==> src/tcm_pkg.sv <==
// Package for the timer channel mode control block
package tcm_pkg;
  localparam int TCM_CNT_W = 16;
  // Byte offsets of the Wishbone register map
  localparam logic [3:0] TCM_ADDR_CSC = 4'h0;
  localparam logic [3:0] TCM_ADDR_VAL = 4'h4;
  localparam logic [3:0] TCM_ADDR_CTL = 4'h8;
  localparam logic [3:0] TCM_ADDR_STS = 4'hC;
  localparam logic [3:0] TCM_ADDR_MSK = 4'h0;
  // Field positions of channel_status_control
  localparam int TCM_BIT_FLAG = 7;
  localparam int TCM_BIT_IE = 6;
  localparam int TCM_BIT_MSU = 5;
  localparam int TCM_BIT_MSL = 4;
  localparam int TCM_BIT_ELH = 3;
  localparam int TCM_BIT_ELL = 2;
  // Reset values
  localparam logic [7:0] TCM_CSC_RST = 8'h00;
  localparam logic [15:0] TCM_VAL_RST = 16'h0000;
  // Edge/level codes
  localparam logic [1:0] TCM_EL_OFF = 2'h0;
  localparam logic [1:0] TCM_EL_01 = 2'h1;
  localparam logic [1:0] TCM_EL_10 = 2'h2;
  localparam logic [1:0] TCM_EL_11 = 2'h3;
  typedef enum logic [1:0] {
    TCM_MODE_CAPTURE, TCM_MODE_COMPARE, TCM_MODE_EPWM, TCM_MODE_CPWM
  } tcm_mode_e;
endpackage

==> src/tcm_pin_sync.sv <==
// Three-stage synchroniser with agreement filter for the channel pin
`timescale 1ns/100ps
module tcm_pin_sync
  import tcm_pkg::*;
(
  // Clock and reset
  input wire logic sys_clk,
  input wire logic arst_n,
  // Pin and filtered level
  input wire logic pin_in,
  output logic level
);
  typedef struct packed {
    logic s1;
    logic s2;
    logic s3;
    logic lvl;
  } tcm_sync_s;
  tcm_sync_s st_reg, st_next;

  always_comb begin
    st_next = st_reg;
    st_next.s1 = pin_in;
    st_next.s2 = st_reg.s1;
    st_next.s3 = st_reg.s2;
    // A change counts once stages two and three agree
    if (st_reg.s2 == st_reg.s3) begin
      st_next.lvl = st_reg.s3;
    end
  end

  always_ff @(posedge sys_clk or negedge arst_n) begin
    if (!arst_n) begin
      st_reg <= '0;
    end else begin
      st_reg <= st_next;
    end
  end

  assign level = st_reg.lvl;
endmodule

==> src/tcm_channel.sv <==
// Timer channel mode control with Wishbone register slave
// Notes on behaviour
// - capture edge on pin sets event flag
// - compare or edge PWM match sets flag
// - center PWM sets flag every match
// - interrupt while flag and enable set
// - flag clears after read then zero write
// - new event restarts clear sequence
// - writing one leaves flag; reset clears
// - enable bit readable, writable, reset clear
// - upper mode bit selects edge PWM
// - lower mode bit picks capture or compare
// - code zero disconnects pin from channel
// - capture edges rising, falling, or both
// - compare toggles, clears, sets, or software
// - edge PWM polarity from field code
// - center PWM polarity on up compare
// - center select forces center PWM everywhere
`timescale 1ns/100ps
module tcm_channel
  import tcm_pkg::*;
#(
  parameter int CNT_W = TCM_CNT_W
) (
  // Clock and reset
  input wire logic sys_clk,
  input wire logic arst_n,
  // Wishbone slave
  input wire logic wb_cyc_i,
  input wire logic wb_stb_i,
  input wire logic wb_we_i,
  input wire logic [3:0] wb_adr_i,
  input wire logic [3:0] wb_sel_i,
  input wire logic [31:0] wb_dat_i,
  output logic [31:0] wb_dat_o,
  output logic wb_ack_o,
  // Timer side
  input wire logic center_pwm_select,
  input wire logic [CNT_W-1:0] counter_value,
  input wire logic count_up,
  input wire logic count_tick,
  // Channel pin
  input wire logic chan_pin_in,
  output logic chan_pin_out,
  output logic chan_pin_oe,
  // Capture strobe and interrupt
  output logic capture_pulse,
  output logic chan_irq
);
  // Value writes pair two byte lanes, so the count must span both lanes
  if (CNT_W < 9 || CNT_W > 16) begin : g_bad_width
    $error("CNT_W must lie between 9 and 16");
  end

  typedef struct packed {
    logic flag;
    logic ie;
    logic msu;
    logic msl;
    logic [1:0] el;
    logic armed;
    logic pin_prev;
    logic pin_out;
    logic cap;
    logic [CNT_W-1:0] val;
    logic sts_evt;
    logic msk_evt;
    logic ack;
    logic [31:0] rdata;
  } tcm_state_s;
  tcm_state_s st_reg, st_next;

  logic pin_lvl;
  tcm_mode_e mode;
  logic rise, fall, edge_hit, match, event_hit, connected;
  logic wb_req, wr_csc, rd_csc;
  logic [7:0] csc_view;

  tcm_pin_sync u_sync (
    .sys_clk(sys_clk),
    .arst_n(arst_n),
    .pin_in(chan_pin_in),
    .level(pin_lvl)
  );

  always_comb begin
    // Mode decode, center select overriding the mode bits
    // center overrides
    if (center_pwm_select) begin
      mode = TCM_MODE_CPWM;
    end else if (st_reg.msu) begin
      mode = TCM_MODE_EPWM;
    end else if (st_reg.msl) begin
      mode = TCM_MODE_COMPARE;
    end else begin
      mode = TCM_MODE_CAPTURE;
    end
  end

  assign connected = (st_reg.el != TCM_EL_OFF);
  assign rise = pin_lvl & ~st_reg.pin_prev;
  assign fall = ~pin_lvl & st_reg.pin_prev;
  assign edge_hit = ((st_reg.el == TCM_EL_01) & rise)
                  | ((st_reg.el == TCM_EL_10) & fall)
                  | ((st_reg.el == TCM_EL_11) & (rise | fall));
  // Match is taken once per timer tick so a held count flags once
  assign match = count_tick & (counter_value == st_reg.val);

  always_comb begin
    event_hit = 1'b0;
    case (mode)
      TCM_MODE_CAPTURE: event_hit = edge_hit;
      TCM_MODE_COMPARE: event_hit = match;
      TCM_MODE_EPWM: event_hit = match;
      TCM_MODE_CPWM: event_hit = match;
      default: event_hit = 1'b0;
    endcase
  end

  assign wb_req = wb_cyc_i & wb_stb_i & ~st_reg.ack;
  assign wr_csc = wb_req & wb_we_i & (wb_adr_i == TCM_ADDR_CSC)
                & wb_sel_i[0];
  assign rd_csc = wb_req & ~wb_we_i & (wb_adr_i == TCM_ADDR_CSC);
  assign csc_view = {st_reg.flag, st_reg.ie, st_reg.msu, st_reg.msl,
                     st_reg.el, 2'b00};

  always_comb begin
    st_next = st_reg;
    st_next.pin_prev = pin_lvl;
    st_next.cap = 1'b0;
    st_next.ack = wb_req;

    // Register writes
    if (wr_csc) begin
      st_next.ie = wb_dat_i[TCM_BIT_IE];
      st_next.msu = wb_dat_i[TCM_BIT_MSU];
      st_next.msl = wb_dat_i[TCM_BIT_MSL];
      st_next.el = wb_dat_i[TCM_BIT_ELH:TCM_BIT_ELL];
      if (st_reg.armed && !wb_dat_i[TCM_BIT_FLAG]) begin
        st_next.flag = 1'b0;
      end
      st_next.armed = 1'b0;
    end else if (rd_csc && st_reg.flag) begin
      st_next.armed = 1'b1;
    end
    if (wb_req && wb_we_i && wb_adr_i == TCM_ADDR_VAL) begin
      if (wb_sel_i[0]) st_next.val[7:0] = wb_dat_i[7:0];
      if (wb_sel_i[1]) st_next.val[CNT_W-1:8] = wb_dat_i[CNT_W-1:8];
    end
    if (wb_req && wb_we_i && wb_adr_i == TCM_ADDR_STS && wb_sel_i[0]) begin
      if (wb_dat_i[0]) st_next.sts_evt = 1'b0;
    end
    if (wb_req && wb_we_i && wb_adr_i == TCM_ADDR_CTL && wb_sel_i[0]) begin
      st_next.msk_evt = wb_dat_i[0];
    end

    // Capture latches the counter
    if (mode == TCM_MODE_CAPTURE && connected && edge_hit) begin
      st_next.val = counter_value;
      st_next.cap = 1'b1;
    end

    // Events win over any clear in the same cycle
    if (event_hit) begin
      st_next.flag = 1'b1;
      st_next.sts_evt = 1'b1;
      st_next.armed = 1'b0;
    end

    // Pin drive
    if (match) begin
      case (mode)
        TCM_MODE_COMPARE: begin
          if (st_reg.el == TCM_EL_01) st_next.pin_out = ~st_reg.pin_out;
          else if (st_reg.el == TCM_EL_10) st_next.pin_out = 1'b0;
          else if (st_reg.el == TCM_EL_11) st_next.pin_out = 1'b1;
        end
        TCM_MODE_EPWM: st_next.pin_out = st_reg.el[0];
        TCM_MODE_CPWM: begin
          if (count_up) st_next.pin_out = st_reg.el[0];
          else st_next.pin_out = ~st_reg.el[0];
        end
        default: st_next.pin_out = st_reg.pin_out;
      endcase
    end
    // Period start restores the idle pulse level in edge PWM
    if (mode == TCM_MODE_EPWM && count_tick
        && counter_value == '0 && !match) begin
      st_next.pin_out = ~st_reg.el[0];
    end

    // Read data, unmapped reads return zero
    st_next.rdata = 32'h0000_0000;
    if (wb_adr_i == TCM_ADDR_CSC) begin
      st_next.rdata[7:0] = csc_view;
    end else if (wb_adr_i == TCM_ADDR_VAL) begin
      st_next.rdata[CNT_W-1:0] = st_reg.val;
    end else if (wb_adr_i == TCM_ADDR_CTL) begin
      st_next.rdata[0] = st_reg.msk_evt;
    end else if (wb_adr_i == TCM_ADDR_STS) begin
      st_next.rdata[0] = st_reg.sts_evt;
    end
  end

  always_ff @(posedge sys_clk or negedge arst_n) begin
    if (!arst_n) begin
      st_reg <= '0;
    end else begin
      st_reg <= st_next;
    end
  end

  assign wb_ack_o = st_reg.ack;
  assign wb_dat_o = st_reg.rdata;
  assign chan_pin_out = st_reg.pin_out;
  assign chan_pin_oe = connected & (mode != TCM_MODE_CAPTURE);
  assign capture_pulse = st_reg.cap;
  assign chan_irq = (st_reg.flag & st_reg.ie)
                  | (st_reg.sts_evt & st_reg.msk_evt);
endmodule

==> config.mk <==
export PLATFORM = sky130hd
export DESIGN_NAME = tcm_channel
export DESIGN_NICKNAME = d
export VERILOG_FILES = /design/src/tcm_pkg.sv /design/src/tcm_pin_sync.sv /design/src/tcm_channel.sv
export SDC_FILE = /design/constraint.sdc
export NUM_CORES = 1
export LEC_CHECK = 0
export ABC_AREA = 1
export BUFFER_PORTS_ARGS = -buffer_cell sky130_fd_sc_hd__buf_2
export CAP_MARGIN = 20
export CELL_PAD_IN_SITES_DETAIL_PLACEMENT = 1
export CELL_PAD_IN_SITES_GLOBAL_PLACEMENT = 2
export CORE_ASPECT_RATIO = 1.5
export CORE_MARGIN = 3
export CORE_UTILIZATION = 30
export DETAILED_ROUTE_END_ITERATION = 8
export GPL_ROUTABILITY_DRIVEN = 0
export MAX_ROUTING_LAYER = met4
export PLACE_DENSITY = 0.87
export SYNTH_ARGS = -nofsm -noshare
export SYNTH_HDL_FRONTEND = slang
export SYNTH_SLANG_ARGS = --single-unit
==> constraint.sdc <==
create_clock -name sys_clk -period 3.65 [get_ports sys_clk]
set_input_delay 0.5475 -clock sys_clk [delete_from_list [all_inputs] [get_ports sys_clk]]
set_output_delay 0.5475 -clock sys_clk [all_outputs]
set_load 0.05 [all_outputs]
==> metrics.md <==
| Metric | Value |
|---|---|
| Latest clock arrival within the worst-skew pair | `0.28 ns` |
| Layout Nets | `454` |
| Leakage | `0.00171 uW` |
| Clock sink total | `49` |
| Final ANT Viol Nets | `0` |
| Tot GR Track Use | `15.2%` |
| Drt first pass iters | `4` |
| Fill cells | `1104` |
| Share of flip-flops with an asynchronous set or reset | `100%` |
| Die X-Extent | `84.4 um` |
| GR Layer Usage met1 | `17.0%` |
| Worst Skew | `0.00344 ns` |
| Largest net degree at the start of global routing | `33` |
| Reg2reg end | `st_reg[49]$_DFFE_PN0P_` |
| Core area | `8880 um2` |
| Via Count | `2356` |
| Setup Fix Bufs, Post-CTS | `0` |
| Top-area cell type share of the netlist area | `44.4%` |
| Root Buffer | `clkbuf_16` |
| GRT overflow | `0` |
| DRC errors left | `0` |
| H-Tree Depth | `2` |
| Worst path cell trace | `ha_1, nand2_1, o211ai_1, nand2_1, nand2_4, nand2_1, o211ai_1` |
| Post-Syn Area | `2760 um2` |
| Synth area leaders | `dfrtp_1 44%, nand2_1 9.4%, buf_4 9.0%` |
| Initial Util | `31.1%` |
| Syn_area_per_cell | `8.27 um2` |
| Seq/Total Area, Yosys | `44.4%` |
| Vias in the first global route | `2473` |
| Worst stage delay on the critical path | `0.41 ns` |
| Endpoints failing setup | `0` |
| RSZ-0062 raised after global routing | `no` |
| Main synth FF type | `dfrtp_1` |
| Worst setup EP type | `flop` |
| Hold Buf Count CTS | `0` |
| Global-route wire length before repair | `12200 um` |
| Yosys cell types | `36` |
| Initial DRC Count | `80` |
| I/O pin total | `102` |
| Placed insts | `490` |
| Worst path buffer plus inverter count | `0` |
| Post-synthesis to final-layout area growth | `14.1%` |
| Port Buffers | `67` |
| Share of cells above drive strength 1 | `25.4%` |
| Clk slew on worst S/H paths | `0.06 ns` |
| Post-synth top cells | `69 x nand2_1, 49 x dfrtp_1, 48 x inv_1` |
| Worst path most repeated cell | `nand2_1` |
| Yosys Warn Count | `0` |
| Final min period | `1.95 ns` |
| R2r worst-path depth | `7` |
| Final std cells w/o fill | `496` |
| Core Rows | `42` |
| Flop-to-flop setup slack | `1.70 ns` |
| Chip height | `124 um` |
| TritonCTS clock tree | `built` |
| Power Dens Cells | `462 nW/um2` |
| GR met2 Demand/Resource | `27.7%` |
| CP max-delay cell | `dfrtp_1` |
| Worst EP required | `3.85 ns` |
| Reg2reg start | `u_sync.level$_DFFE_PN0N_` |
| Post-CTS sizing | `0` |
| Post-synth EDFFs | `0` |
| Synthesized flop and latch total | `49` |
| Fmax | `513 MHz` |
| Largest register FFs | `20` |
| Crit start category | `flop` |
| Delay-heaviest family, CP | `simple AND/OR/NAND/NOR gates` |
| Fin. Hold Viols | `0` |
| Pins Over Slew Limit | `0` |
| Drt total wl | `7510 um` |
| Clk buf depth | `2` |
| Part of the cycle the worst path needs | `53.4%` |
| Met3 usage | `2.20%` |
| Setup TNS | `0 ns` |
| Initial antenna violation count | `0` |
| CP arrival | `2.15 ns` |
| Worst min path class | `in -> async` |
| Gr busiest metal | `met2` |
| Cells after synthesis | `334` |
| # diodes | `0` |
| Post-synth top area cell | `dfrtp_1` |
| CTS Buf Count | `5` |
| Most frequent cell after synthesis | `nand2_1` |
| Crit Path Category | `reg -> reg` |
| DP Wirelength | `6010 um` |
| Vias/cell | `4.75` |
| Crit-path max FO | `32` |
| Max-cap violation count | `0` |
| DR WL/cell | `15.1 um` |
| Worst vdd ir | `0.189 mV` |
| Die area | `10400 um2` |
| Status | `complete, no violations` |
-- where the power goes --
part	switching, uW	internal [uW]
logic	249	114
clock network	191	245
registers	42.4	614
-- layer usage --
layer / routed length [um] / share of wire, %
met2: 3960 / 53
met4: 164 / 2.2
met5: 0 / 0
met3: 370 / 4.9
met1: 3010 / 40
-- worst max-delay path by stage --
stage / startpoint / endpoint / slack [ns] / cells after the start
final: u_sync.level$_DFFE_PN0N_ / st_reg[49]$_DFFE_PN0P_ / 1.70 / 7
after global routing: u_sync.level$_DFFE_PN0N_ / st_reg[49]$_DFFE_PN0P_ / 1.52 / 7
after CTS: u_sync.level$_DFFE_PN0N_ / st_reg[49]$_DFFE_PN0P_ / 1.67 / 7
after detailed placement: wb_adr_i[1] / st_reg[47]$_DFFE_PN0P_ / 1.61 / 7
after global placement: center_pwm_select / st_reg[45]$_DFFE_PN0P_ / 1.68 / 6
after floorplan: center_pwm_select / chan_pin_oe / 1.72 / 3
-- cells by family after synthesis --
family	count (synthesis)	synth area share [%]
other	1	0.136
buffers and inverters	93	17.7
AOI/OAI and AO/OA	38	10.4
DFF	49	44.4
adders and majority gates	3	1.27
and+or+nand+nor	146	24.9
xor gates and xnor gates	4	1.27
-- metrics by stage --
stage                     instance area [um2]  utilization (%)  hold WS [ns]  worst slack (ns)  total power (uW)
after floorplan                          2820                -         0.252              1.72               936
after global placement                   3020             34.0         0.337              1.68              1010
after detailed placement                 3020             34.0         0.351              1.61              1030
after CTS                                3150             35.5         0.220              1.67              1480
after global routing                     3150             35.5         0.236              1.52              1550
final                                    3150             35.5         0.205              1.70              1460
-- cell type report --
type	count	area, um2	share of cell area [%]
inverter	56	210	6.67
sequential	49	1230	38.9
clock inverter	1	5.00	0.159
clock buffer	5	125	3.97
multi-input combinational	207	1100	35.1
timing repair buffer	68	343	10.9
tap	110	138	4.37
-- cell usage in the layout, fill, tap and decap left out --
| cell type | synthesis | layout |
|---|---|---|
| nand2_1 | 69 | 69 |
| buf_2 | 3 | 67 |
| dfrtp_1 | 49 | 49 |
| inv_1 | 48 | 48 |
| nor2_1 | 27 | 27 |
| nand3_1 | 25 | 25 |
| conb_1 | 1 | 16 |
| o221ai_1 | 13 | 13 |
| o22ai_1 | 7 | 7 |
| inv_2 | 7 | 7 |
| nor3_1 | 6 | 6 |
| o211ai_1 | 5 | 5 |
| o21ai_0 | 5 | 5 |
| clkbuf_16 | 0 | 5 |
| nor4_1 | 4 | 4 |
| nor2_2 | 3 | 3 |
| o21ai_2 | 3 | 3 |
| nor2_4 | 2 | 2 |
| nor3_2 | 2 | 2 |
| xor2_1 | 2 | 2 |
| xnor2_1 | 2 | 2 |
| a21oi_1 | 2 | 2 |
| nand4_1 | 2 | 2 |
| ha_1 | 2 | 2 |
| nand3_4 | 1 | 1 |
| or2_4 | 1 | 1 |
| nor2_8 | 1 | 1 |
| nand2_4 | 1 | 1 |
| o21ai_4 | 1 | 1 |
| clkinv_1 | 1 | 1 |
| or2_2 | 1 | 1 |
| nand3_2 | 1 | 1 |
| a31oi_1 | 1 | 1 |
| o21bai_1 | 1 | 1 |
| maj3_1 | 1 | 1 |
| clkinv_2 | 0 | 1 |
| buf_4 | 33 | 1 |
(Power assumes the default switching activity.)
